File: config.mk
export PLATFORM = sky130hd
export DESIGN_NAME = abgs_top
export DESIGN_NICKNAME = d
export VERILOG_FILES = /design/src/design/abgs_pkg.sv /design/src/design/abgs_top.sv /design/src/design/abgs_sync3.sv
export VERILOG_INCLUDE_DIRS = /design/src /design/src/design
export SDC_FILE = /design/constraint.sdc
export NUM_CORES = 2
export LEC_CHECK = 0
export CAP_MARGIN = 20
export CORE_MARGIN = 5
export CORE_UTILIZATION = 50
export CTS_CLUSTER_DIAMETER = 150
export CTS_CLUSTER_SIZE = 16
export DETAILED_ROUTE_END_ITERATION = 8
export DONT_BUFFER_PORTS = 1
export GPL_ROUTABILITY_DRIVEN = 0
export HOLD_SLACK_MARGIN = 0.1
export PLACE_DENSITY = 0.76
export SLEW_MARGIN = 30
export SYNTH_ARGS = -nofsm -noshare
export SYNTH_HDL_FRONTEND = slang
export SYNTH_SLANG_ARGS = --single-unit
File: constraint.sdc
create_clock -name core_clk_in -period 20.4 [get_ports core_clk_in]
set_input_delay 1.02 -clock core_clk_in [delete_from_list [all_inputs] [get_ports core_clk_in]]
set_output_delay 1.02 -clock core_clk_in [all_outputs]
set_load 0.01 [all_outputs]
File: src/design/abgs_defines.svh
// Purpose: Register map, field positions, reset values and limits
// Assumes: 32-bit APB data, one aligned word per register
// Notes: Definitions only, included by bare name
`ifndef ABGS_DEFINES_SVH
`define ABGS_DEFINES_SVH

// Register byte offsets
`define ABGS_CTRL_OFS 8'h00
`define ABGS_ENLEN_OFS 8'h04
`define ABGS_DLY_OFS 8'h08
`define ABGS_DIVN_OFS 8'h0C
`define ABGS_PLEN_OFS 8'h10
`define ABGS_MPOS_OFS 8'h14
`define ABGS_MIX_OFS 8'h18
`define ABGS_STS_OFS 8'h1C
`define ABGS_MASK_OFS 8'h20
`define ABGS_BITS_OFS 8'h24
`define ABGS_ERRS_OFS 8'h28
`define ABGS_EXT_OFS 8'h2C

// Control field positions
`define ABGS_F_INMODE 1:0
`define ABGS_F_OUTSEL 3:2
`define ABGS_F_PAIRED 4
`define ABGS_F_CAPEXT 5
`define ABGS_F_MIXED 6
`define ABGS_F_MANDLY 7

// Status field positions
`define ABGS_S_MARK 0
`define ABGS_S_WIN 1
`define ABGS_S_CAP 2
`define ABGS_S_ERR 3
`define ABGS_S_GAP 4
`define ABGS_S_AUX 8
`define ABGS_S_POSBAD 9
`define ABGS_S_EXTBUSY 10
`define ABGS_NEV 5

// Reset values
`define ABGS_CTRL_RST 8'h00
`define ABGS_ENLEN_RST 32'h0000_3200
`define ABGS_DIVN_RST 10'h040
`define ABGS_PLEN_RST 32'h0000_7FFF

// Limits in bits
`define ABGS_DIVN_MIN 10'h004
`define ABGS_DIVN_MAX 10'h200
`define ABGS_EXT_MIN1 32'h0000_0200
`define ABGS_EXT_MIN2 32'h0000_0400
`define ABGS_TAIL1 40'h00_0000_0087
`define ABGS_TAIL2 40'h00_0000_010F
`define ABGS_GAP1 32'h0000_0200
`define ABGS_GAP2 32'h0000_0400
`define ABGS_LCM_SH 3'h7

`endif

File: src/design/abgs_pkg.sv
// Purpose: Types shared by the aux gate and sync-out logic
// Assumes: Codes of the mode enums match the control fields
// Notes: Constants live in abgs_defines.svh
`default_nettype none
package abgs_pkg;
	typedef enum logic [1:0] {in_none, in_window, in_level, in_mask} abgs_in_mode_t;
	typedef enum logic [1:0] {out_div, out_mark, out_lock, out_err} abgs_out_sel_t;
	typedef enum logic {ext_idle, ext_grow} abgs_ext_st_t;
endpackage : abgs_pkg
`default_nettype wire

File: src/design/abgs_top.sv
// Purpose: Aux input gating and aux output selection of a bit-error detector
// Assumes: One received bit per core_clk_in cycle; APB slave with one wait state
// Notes: Threshold and phase search is left to software
`timescale 1ns/1ns
`default_nettype none
`include "abgs_defines.svh"
module abgs_top #(
	parameter int DLY_DEPTH = 1024,
	parameter int ROW_BITS = 128,
	parameter int ROWS = 16,
	parameter int ERR_HOLD = 16
) (
	input wire logic core_clk_in, // Recovered bit clock
	input wire logic reset_in, // Sync reset, active high
	input wire logic ce_in, // Clock enable, freezes all
	input wire logic [7:0] paddr_in, // APB address
	input wire logic psel_in, // APB select
	input wire logic penable_in, // APB enable
	input wire logic pwrite_in, // APB write
	input wire logic [31:0] pwdata_in, // APB write data
	output logic [31:0] prdata_out, // APB read data
	output logic pready_out, // APB ready
	output logic pslverr_out, // APB error, unmapped
	input wire logic aux_pin_in, // Aux timing pin
	input wire logic bit_vld_in, // Received bit this cycle
	input wire logic bit_err_in, // Received bit in error
	input wire logic pat_start_in, // Pattern period start
	input wire logic sync_ok_in, // Pattern sync held
	output logic bit_cnt_en_out, // Bit counted
	output logic err_cnt_en_out, // Error counted
	output logic cap_trig_out, // Capture start pulse
	output logic aux_out, // Aux output pin
	output logic irq_out // Interrupt level
);
	import abgs_pkg::*;

	localparam int DW = $clog2(DLY_DEPTH);
	localparam int EW = $clog2(ERR_HOLD + 1);

	logic [7:0] ctrl_q;
	logic [31:0] enlen_q;
	logic [31:0] dly_k_q;
	logic [9:0] divn_q;
	logic [31:0] plen_q;
	logic [31:0] mpos_q;
	logic [15:0] mix_q;
	logic [`ABGS_NEV-1:0] sts_q;
	logic [`ABGS_NEV-1:0] mask_q;
	logic [31:0] bits_q;
	logic [31:0] errs_q;
	logic [31:0] ext_q;
	abgs_ext_st_t ext_st_q;
	abgs_in_mode_t in_mode;
	abgs_out_sel_t out_sel;
	logic paired;
	logic aux_s;
	logic aux_rise;
	logic acc;
	logic wr;
	logic rdy_q;
	logic [31:0] rd_c;
	logic unmapped;

	assign in_mode = abgs_in_mode_t'(ctrl_q[`ABGS_F_INMODE]);
	assign out_sel = abgs_out_sel_t'(ctrl_q[`ABGS_F_OUTSEL]);
	assign paired = ctrl_q[`ABGS_F_PAIRED];

	// Pin crossing
	abgs_sync3 u_sync (
		.clk_in(core_clk_in),
		.rst_in(reset_in),
		.ce_in(ce_in),
		.async_in(aux_pin_in),
		.level_out(aux_s),
		.rise_out(aux_rise)
	);

	// APB handshake: one wait state gives time to register read data
	assign acc = psel_in && penable_in;
	assign pready_out = ce_in && rdy_q;
	assign wr = acc && pwrite_in && pready_out;
	assign pslverr_out = pready_out && unmapped;
	always_ff @(posedge core_clk_in) begin
		if (reset_in) begin
			rdy_q <= 1'b0;
		end else if (ce_in) begin
			rdy_q <= acc && !rdy_q;
		end
	end

	// Gate delay line, one bit per received bit
	logic dly_mem [DLY_DEPTH];
	logic [DW-1:0] wp_q;
	logic [31:0] dly_full;
	logic [DW-1:0] dly_use;
	logic gate_lvl;
	logic gate_prev_q;
	logic gate_rise;
	assign dly_full = paired ? {dly_k_q[27:0], 4'h0} : {dly_k_q[28:0], 3'h0};
	// Delays past the line depth clamp rather than wrap
	assign dly_use = !ctrl_q[`ABGS_F_MANDLY] ? '0 :
		(dly_full > 32'(DLY_DEPTH - 1)) ? DW'(DLY_DEPTH - 1) : dly_full[DW-1:0];
	assign gate_lvl = (dly_use == '0) ? aux_s : dly_mem[wp_q - dly_use];
	assign gate_rise = gate_lvl && !gate_prev_q;
	always_ff @(posedge core_clk_in) begin
		if (ce_in) begin
			dly_mem[wp_q] <= aux_s;
		end
	end
	always_ff @(posedge core_clk_in) begin
		if (reset_in) begin
			wp_q <= '0;
			gate_prev_q <= 1'b0;
		end else if (ce_in) begin
			wp_q <= wp_q + 1'b1;
			gate_prev_q <= gate_lvl;
		end
	end

	// Window counter and idle-gap watch
	logic [31:0] win_q;
	logic [31:0] gap_q;
	logic seen_q;
	logic win_open;
	logic win_start;
	logic gap_viol;
	assign win_open = win_q != 32'h0000_0000;
	assign win_start = (in_mode == in_window) && gate_rise && !win_open;
	assign gap_viol = win_start && seen_q &&
		(gap_q < (paired ? `ABGS_GAP2 : `ABGS_GAP1));
	always_ff @(posedge core_clk_in) begin
		if (reset_in) begin
			win_q <= '0;
			gap_q <= '0;
			seen_q <= 1'b0;
		end else if (ce_in) begin
			if (win_start) begin
				win_q <= enlen_q;
				seen_q <= 1'b1;
			end else if (win_open) begin
				win_q <= win_q - 1'b1;
			end
			if (win_open) begin
				gap_q <= '0;
			end else if (gap_q != 32'hFFFF_FFFF) begin
				gap_q <= gap_q + 1'b1;
			end
		end
	end

	// Validity of the current bit per input mode
	logic valid_c;
	always_comb begin
		case (in_mode)
			in_window: valid_c = win_open;
			in_level: valid_c = gate_lvl;
			in_mask: valid_c = gate_lvl;
			default: valid_c = 1'b1;
		endcase
	end

	// Counting enables and totals
	logic bit_en_q;
	logic err_en_q;
	logic err_c;
	assign err_c = bit_vld_in && bit_err_in && valid_c;
	always_ff @(posedge core_clk_in) begin
		if (reset_in) begin
			bit_en_q <= 1'b0;
			err_en_q <= 1'b0;
			bits_q <= '0;
			errs_q <= '0;
		end else if (ce_in) begin
			bit_en_q <= bit_vld_in && valid_c;
			err_en_q <= err_c;
			if (bit_vld_in && valid_c) begin
				bits_q <= bits_q + 1'b1;
			end
			if (err_c) begin
				errs_q <= errs_q + 1'b1;
			end
		end
	end
	assign bit_cnt_en_out = bit_en_q;
	assign err_cnt_en_out = err_en_q;

	// Capture trigger uses the undelayed edge
	logic cap_q;
	always_ff @(posedge core_clk_in) begin
		if (reset_in) begin
			cap_q <= 1'b0;
		end else if (ce_in) begin
			cap_q <= ctrl_q[`ABGS_F_CAPEXT] && aux_rise;
		end
	end
	assign cap_trig_out = cap_q;

	// Divided clock restarts at each pattern start to stay aligned
	logic [8:0] div_cnt_q;
	logic div_clk_q;
	always_ff @(posedge core_clk_in) begin
		if (reset_in) begin
			div_cnt_q <= '0;
			div_clk_q <= 1'b0;
		end else if (ce_in) begin
			if (pat_start_in) begin
				div_cnt_q <= '0;
				div_clk_q <= 1'b1;
			end else if (div_cnt_q >= divn_q[9:1] - 1'b1) begin // A lowered ratio cannot stall on a wrap
				div_cnt_q <= '0;
				div_clk_q <= !div_clk_q;
			end else begin
				div_cnt_q <= div_cnt_q + 1'b1;
			end
		end
	end

	// Extended length grows by whole multiples of the set length
	logic [31:0] ext_min;
	logic grow_go;
	assign ext_min = paired ? `ABGS_EXT_MIN2 : `ABGS_EXT_MIN1;
	assign grow_go = wr && ((paddr_in == `ABGS_PLEN_OFS) || (paddr_in == `ABGS_CTRL_OFS));
	always_ff @(posedge core_clk_in) begin
		if (reset_in) begin
			ext_q <= `ABGS_PLEN_RST;
			ext_st_q <= ext_idle;
		end else if (ce_in) begin
			case (ext_st_q)
				ext_idle: begin
					if (grow_go) begin
						ext_q <= (paddr_in == `ABGS_PLEN_OFS) ? pwdata_in : plen_q;
						ext_st_q <= ext_grow;
					end
				end
				ext_grow: begin
					// A write during growth restarts it, so the new length is never lost
					if (grow_go) begin
						ext_q <= (paddr_in == `ABGS_PLEN_OFS) ? pwdata_in : plen_q;
					end else if (ext_q >= ext_min || plen_q == 32'h0000_0000) begin
						ext_st_q <= ext_idle;
					end else begin
						ext_q <= ext_q + plen_q;
					end
				end
				default: ext_st_q <= ext_idle;
			endcase
		end
	end

	// Marker position and its allowed range
	logic [2:0] tz_c;
	logic [39:0] lcm_c;
	logic [39:0] mix_pos;
	logic [39:0] mark_pos;
	logic [39:0] cur_pos;
	logic [39:0] pos_q;
	logic pos_bad;
	logic mark_c;
	logic mark_q;
	always_comb begin
		tz_c = `ABGS_LCM_SH;
		for (int i = 6; i >= 0; i--) begin
			if (ext_q[i]) begin
				tz_c = 3'(i);
			end
		end
	end
	assign lcm_c = {8'h00, ext_q} << (`ABGS_LCM_SH - tz_c);
	assign mix_pos = 40'((32'(mix_q[15:8]) * ROWS + 32'(mix_q[7:0])) * ROW_BITS) + 1'b1;
	assign mark_pos = ctrl_q[`ABGS_F_MIXED] ? mix_pos :
		paired ? {4'h0, mpos_q, 4'h0} + 1'b1 : {5'h00, mpos_q, 3'h0} + 1'b1;
	// A position past the period end would fire never or twice, so outside mixed mode it is blocked
	assign pos_bad = (ext_st_q != ext_idle) || (!ctrl_q[`ABGS_F_MIXED] &&
		(mark_pos > lcm_c - (paired ? `ABGS_TAIL2 : `ABGS_TAIL1)));
	assign cur_pos = pat_start_in ? 40'h00_0000_0001 : pos_q + 1'b1;
	assign mark_c = (cur_pos == mark_pos) && !pos_bad;
	always_ff @(posedge core_clk_in) begin
		if (reset_in) begin
			pos_q <= '0;
			mark_q <= 1'b0;
		end else if (ce_in) begin
			pos_q <= cur_pos;
			mark_q <= mark_c;
		end
	end

	// Error output holds a few bits so slow equipment sees it
	logic [EW-1:0] errh_q;
	always_ff @(posedge core_clk_in) begin
		if (reset_in) begin
			errh_q <= '0;
		end else if (ce_in) begin
			if (err_c) begin
				errh_q <= EW'(ERR_HOLD);
			end else if (errh_q != '0) begin
				errh_q <= errh_q - 1'b1;
			end
		end
	end

	// Aux output selection
	logic aux_q;
	always_ff @(posedge core_clk_in) begin
		if (reset_in) begin
			aux_q <= 1'b0;
		end else if (ce_in) begin
			case (out_sel)
				out_div: aux_q <= div_clk_q;
				out_mark: aux_q <= mark_c;
				out_lock: aux_q <= sync_ok_in;
				out_err: aux_q <= err_c || (errh_q != '0);
				default: aux_q <= 1'b0;
			endcase
		end
	end
	assign aux_out = aux_q;

	// Sticky status; a read clears only the bits it returned, so set wins
	logic [`ABGS_NEV-1:0] ev;
	logic sts_rd;
	assign ev = {gap_viol, err_c, ctrl_q[`ABGS_F_CAPEXT] && aux_rise, win_start, mark_c};
	assign sts_rd = acc && !pwrite_in && pready_out && (paddr_in == `ABGS_STS_OFS);
	always_ff @(posedge core_clk_in) begin
		if (reset_in) begin
			sts_q <= '0;
		end else if (ce_in) begin
			sts_q <= (sts_q & ~(sts_rd ? prdata_out[`ABGS_NEV-1:0] : '0)) | ev;
		end
	end
	assign irq_out = |(sts_q & mask_q);

	// Register writes; bad divide ratios are refused
	always_ff @(posedge core_clk_in) begin
		if (reset_in) begin
			ctrl_q <= `ABGS_CTRL_RST;
			enlen_q <= `ABGS_ENLEN_RST;
			dly_k_q <= '0;
			divn_q <= `ABGS_DIVN_RST;
			plen_q <= `ABGS_PLEN_RST;
			mpos_q <= '0;
			mix_q <= '0;
			mask_q <= '0;
		end else if (wr) begin
			case (paddr_in)
				`ABGS_CTRL_OFS: ctrl_q <= pwdata_in[7:0];
				`ABGS_ENLEN_OFS: enlen_q <= pwdata_in;
				`ABGS_DLY_OFS: dly_k_q <= pwdata_in;
				`ABGS_DIVN_OFS: begin
					if (!pwdata_in[0] && pwdata_in[31:10] == 22'h00_0000 &&
						pwdata_in[9:0] >= `ABGS_DIVN_MIN &&
						pwdata_in[9:0] <= `ABGS_DIVN_MAX) begin
						divn_q <= pwdata_in[9:0];
					end
				end
				`ABGS_PLEN_OFS: plen_q <= pwdata_in;
				`ABGS_MPOS_OFS: mpos_q <= pwdata_in;
				`ABGS_MIX_OFS: mix_q <= pwdata_in[15:0];
				`ABGS_MASK_OFS: mask_q <= pwdata_in[`ABGS_NEV-1:0];
				default: ;
			endcase
		end
	end

	// Read mux and decode
	always_comb begin
		rd_c = '0;
		unmapped = 1'b0;
		case (paddr_in)
			`ABGS_CTRL_OFS: rd_c[7:0] = ctrl_q;
			`ABGS_ENLEN_OFS: rd_c = enlen_q;
			`ABGS_DLY_OFS: rd_c = dly_k_q;
			`ABGS_DIVN_OFS: rd_c[9:0] = divn_q;
			`ABGS_PLEN_OFS: rd_c = plen_q;
			`ABGS_MPOS_OFS: rd_c = mpos_q;
			`ABGS_MIX_OFS: rd_c[15:0] = mix_q;
			`ABGS_STS_OFS: begin
				rd_c[`ABGS_NEV-1:0] = sts_q;
				rd_c[`ABGS_S_AUX] = aux_s;
				rd_c[`ABGS_S_POSBAD] = pos_bad;
				rd_c[`ABGS_S_EXTBUSY] = ext_st_q != ext_idle;
			end
			`ABGS_MASK_OFS: rd_c[`ABGS_NEV-1:0] = mask_q;
			`ABGS_BITS_OFS: rd_c = bits_q;
			`ABGS_ERRS_OFS: rd_c = errs_q;
			`ABGS_EXT_OFS: rd_c = ext_q;
			default: unmapped = 1'b1;
		endcase
	end
	always_ff @(posedge core_clk_in) begin
		if (reset_in) begin
			prdata_out <= '0;
		end else if (ce_in && acc && !rdy_q && !pwrite_in) begin
			prdata_out <= rd_c;
		end
	end
endmodule : abgs_top
`default_nettype wire

File: src/design/abgs_sync3.sv
// Purpose: Three-stage synchroniser for the aux timing pin
// Assumes: Pin is asynchronous to the bit clock
// Notes: Level changes once stages two and three agree
`timescale 1ns/1ns
`default_nettype none
module abgs_sync3 (
	input wire logic clk_in, // Bit clock
	input wire logic rst_in, // Sync reset, active high
	input wire logic ce_in, // Clock enable
	input wire logic async_in, // Raw pin level
	output logic level_out, // Filtered level
	output logic rise_out // One-cycle rising edge
);
	logic s1_q;
	logic s2_q;
	logic s3_q;
	logic lvl_q;
	logic rise_q;

	// Stage one feeds only stage two, so metastability stays contained
	always_ff @(posedge clk_in) begin
		if (rst_in) begin
			s1_q <= 1'b0;
			s2_q <= 1'b0;
			s3_q <= 1'b0;
			lvl_q <= 1'b0;
			rise_q <= 1'b0;
		end else if (ce_in) begin
			s1_q <= async_in;
			s2_q <= s1_q;
			s3_q <= s2_q;
			if (s2_q == s3_q) begin
				lvl_q <= s3_q;
			end
			rise_q <= (s2_q == s3_q) && s3_q && !lvl_q;
		end
	end

	assign level_out = lvl_q;
	assign rise_out = rise_q;
endmodule : abgs_sync3
`default_nettype wire

==> flow_metrics.py <==
metrics = {
    "clock_tree": {
        "cts_tree": "done",
        "path_clk_slew_ns": 0.07,
        "cts_buffer_depth": 3,
        "cts_max_level": 3,
        "clock_latency_ns": 0.76,
        "cts_hold_buf": 0,
        "cts_num_sinks": 1466,
        "root_buffer": "clkbuf_16",
        "cts_setup_buffers": 0,
        "cts_resized": 0,
        "cts_buffers": 102,
    },
    "floorplanning": {
        "core_area_um2": 143000,
        "ios": 90,
        "die_h_um": 390,
        "rows": 139,
        "dieWidth_um": 390,
        "start_util_pct": 50.3,
        "dieArea_um2": 152000,
    },
    "power": {
        "p_per_area_nw_per_um2": 74.8,
        "leakage_nw": 26.7,
        "vdd_drop_max_v": 0.0000852,
    },
    "critical_path": {
        "end_kind": "register",
        "cp_cell_sequence": "or4_1 -> nor4_1 -> nand4_1 -> nand2_1 -> inv_1 -> ha_4 -> inv_1 -> fa_4 -> buf_4 -> buf_4 -> mux4_2 -> mux4_1 -> a2bb2oi_1 -> nand3_1 -> a41oi_1 -> nor4_1 -> a41oi_2 -> nand2_1 -> o21a_1 -> or2_2 -> o32ai_1",
        "critPathArrivalTime_ns": 9.68,
        "crit_start": "dly_k_q[8]$_SDFFE_PP0P_",
        "r2r_slack_ns": 11.27,
        "worst_ep_required_time_ns": 20.95,
        "cp-start-kind": "register",
        "r2r-end": "win_q[11]$_SDFFE_PP0P_",
        "worstSetupEndpoint": "win_q[11]$_SDFFE_PP0P_",
        "rr_startpoint": "dly_k_q[8]$_SDFFE_PP0P_",
        "critPathSlowestCell": "buf_4",
        "crit_type": "register to register",
        "worstPathMaxFanout": 60,
        "critPathMaxStageDelay_ns": 0.86,
        "rr_worst_depth": 21,
    },
    "grt": {
        "first_global_vias": 51700,
        "grt_pass1_wl_um": 317000,
        "track_usage_pct": 26.9,
        "antenna_found_initial": 2,
        "grt-ovfl-total": 0,
        "grt_max_degree": 381,
    },
    "route": {
        "via_per_inst": 6.50,
        "drt-pass1-iter-count": 9,
        "drcViolationCount": 1,
        "wire_per_inst_um": 25.4,
        "via_count": 54100,
        "drt_wl_total_um": 212000,
        "drt_iter0_drc": 7989,
        "ant_nets": 0,
    },
    "flow_run": {
        "cap_violations": 0,
    },
    "timing": {
        "fin_crit_ns": 9.13,
        "fmax_mhz": 110,
        "period_share_pct": 44.8,
        "worst_slew_pin_slew_ns": 1.15,
        "rsz0062_at_grt": "false",
        "slew_viol_final": 0,
        "setup_violations": 0,
        "skew_ns": 0.0907,
        "hold_ws_ns": 0.386,
        "slew-limit-headroom_pct": 23.0,
        "hold_viol": 0,
        "tns_ns": 0,
    },
    "worst_hold_path": {
        "hold_path.class": "input port to register",
    },
    "layout": {
        "regMostFlops": "dly_mem",
        "drive_above_1_share_pct": 10.3,
        "diodes": 0,
        "largest_register_ffs": 1024,
        "num-nets-final": 6541,
        "utilization_pct": 53.3,
        "reg.largest.list": "dly_mem x1024, pos_q x40",
        "area_delta_synth_final_pct": 5.93,
    },
    "logic_synthesis": {
        "synth_area_per_cell_um2": 10.8,
        "syn_area_um2": 72200,
        "synthArstFlopShare_pct": 0,
        "synth.distinct_cells": 105,
        "synthFlopType": "edfxtp_1",
        "ys_ff_latch": 1466,
        "synth-edff-count": 1024,
        "yosys_warnings": 0,
        "syn_inst": 6701,
        "ys_seq_area_share_pct": 54.9,
    },
    "status": {
        "violations": "design-rule violations",
        "status": "complete, but fails checks",
    },
    "placed_design": {
        "hpwl_um": 131000,
        "numPortBuffers": 0,
    },
}
synth_stat cells (all sizes together) (89+ instances only):
master / n / area, um2
nor2: 1426 / 5360
edfxtp: 1024 / 30700
nand2: 762 / 2860
dfxtp: 442 / 8850
a21oi: 396 / 1980
clkbuf: 386 / 1450
mux4: 282 / 6350
nand3: 182 / 911
buf: 141 / 734
mux2i: 141 / 1410
o21ai: 127 / 639
xnor2: 114 / 1020
ha: 108 / 1350
nor3: 99 / 505
inv: 94 / 353
xor2: 89 / 780
logic make-up (layout without fill, tap and decap cells):
kind of cell	Yosys count	in the layout	share of synthesized area, %
and+or+nand+nor	2877	2877	17.2
DFF	1466	1466	54.9
AOI/OAI and AO/OA	971	971	8.75
buffers and inverters	622	339	3.52
muxes	449	449	11.2
xor gates and xnor gates	204	204	2.52
adders and majority gates	111	111	1.96
other	1	3	0.00520
final cells by class:
| class | instances | area [um2] |
|---|---|---|
| sequential | 1466 | 39600 |
| multi-input combinational | 4615 | 30500 |
| tap | 1903 | 2380 |
| clock buffer | 138 | 2690 |
| clock inverter | 7 | 146 |
| timing repair buffer | 99 | 825 |
| fill | 12000 | 67000 |
| inverter | 95 | 357 |
worst max-delay path: cells and delay by family, from the launching register on:
| kind | cells | cell delay (ns) |
|---|---|---|
| DFF | 1 | 0.33 |
| and+or+nand+nor | 8 | 3.28 |
| buffers and inverters | 4 | 1.71 |
| muxes | 2 | 0.94 |
| AOI/OAI and AO/OA | 5 | 1.80 |
| adders and majority gates | 2 | 0.77 |
report_power, final:
group	internal [mW]	switching, mW	total (mW)	leakage (nW)
registers	3.18	0.0376	3.22	15.3
clock network	0.921	1.02	1.94	1.36
logic	0.207	0.359	0.566	10.1
worst min path at each step:
stage,slack [ns],endpoint,startpoint,cells after the start
after floorplan,0.43,seen_q$_SDFFE_PP0P_,seen_q$_SDFFE_PP0P_,2
after global placement,0.44,dly_k_q[31]$_SDFFE_PP0P_,dly_k_q[31]$_SDFFE_PP0P_,2
after detailed placement,0.45,dly_k_q[29]$_SDFFE_PP0P_,dly_k_q[29]$_SDFFE_PP0P_,2
after CTS,0.36,mpos_q[25]$_SDFFE_PP0P_,pwdata_in[25],2
after global routing,0.34,div_clk_q$_SDFFE_PP0P_,reset_in,1
final,0.39,div_clk_q$_SDFFE_PP0P_,reset_in,1
layout by cell type (no fill, tap or decap), types with 21 or more instances in the layout:
master and count:
nand3_1 176, nor2_1 1413, a21oi_1 395, ha_1 107
mux4_2 281, nand2_2 45, xor2_1 86, a22o_1 31
a21o_1 36, mux2i_1 141, buf_4 90, and3_1 68
xnor2_1 112, and2_1 23, nor2b_1 33, nand2_1 709
a221oi_1 26, a311oi_1 31, o21ai_0 122, nor3_1 91
o211ai_1 25, a22oi_1 71, dfxtp_1 439, nor4_1 65
nand2b_1 21, clkbuf_1 36, mux2_2 24, inv_1 93
edfxtp_1 1024, a31oi_1 31, nand4_1 65, clkbuf_16 102
or3_1 23
stage by stage:
stage / area (um2) / setup WS (ns) / cells / total power, mW
CTS: 76300 / 11.40 / 8321 / 5.72
global route: 76500 / 10.90 / 8323 / 5.91
detailed placement: 73500 / 11.54 / 8176 / 3.83
floorplan: 72200 / 4.79 / 6703 / 3.72
global placement: 73400 / 11.37 / 8176 / 3.82
finish: 76500 / 11.27 / 8323 / 5.72
per-layer routing:
layer | vias up | track usage [%] | share of wire [%]
li1 | 23500 | - | -
met1 | 26400 | 35.5 | 36
met2 | 3528 | 41.5 | 45
met3 | 687 | 6.82 | 13
met4 | 2 | 13.7 | 6.1
met5 | - | 0 | 0.0076
Note: power is estimated with default switching activity, not from simulation.
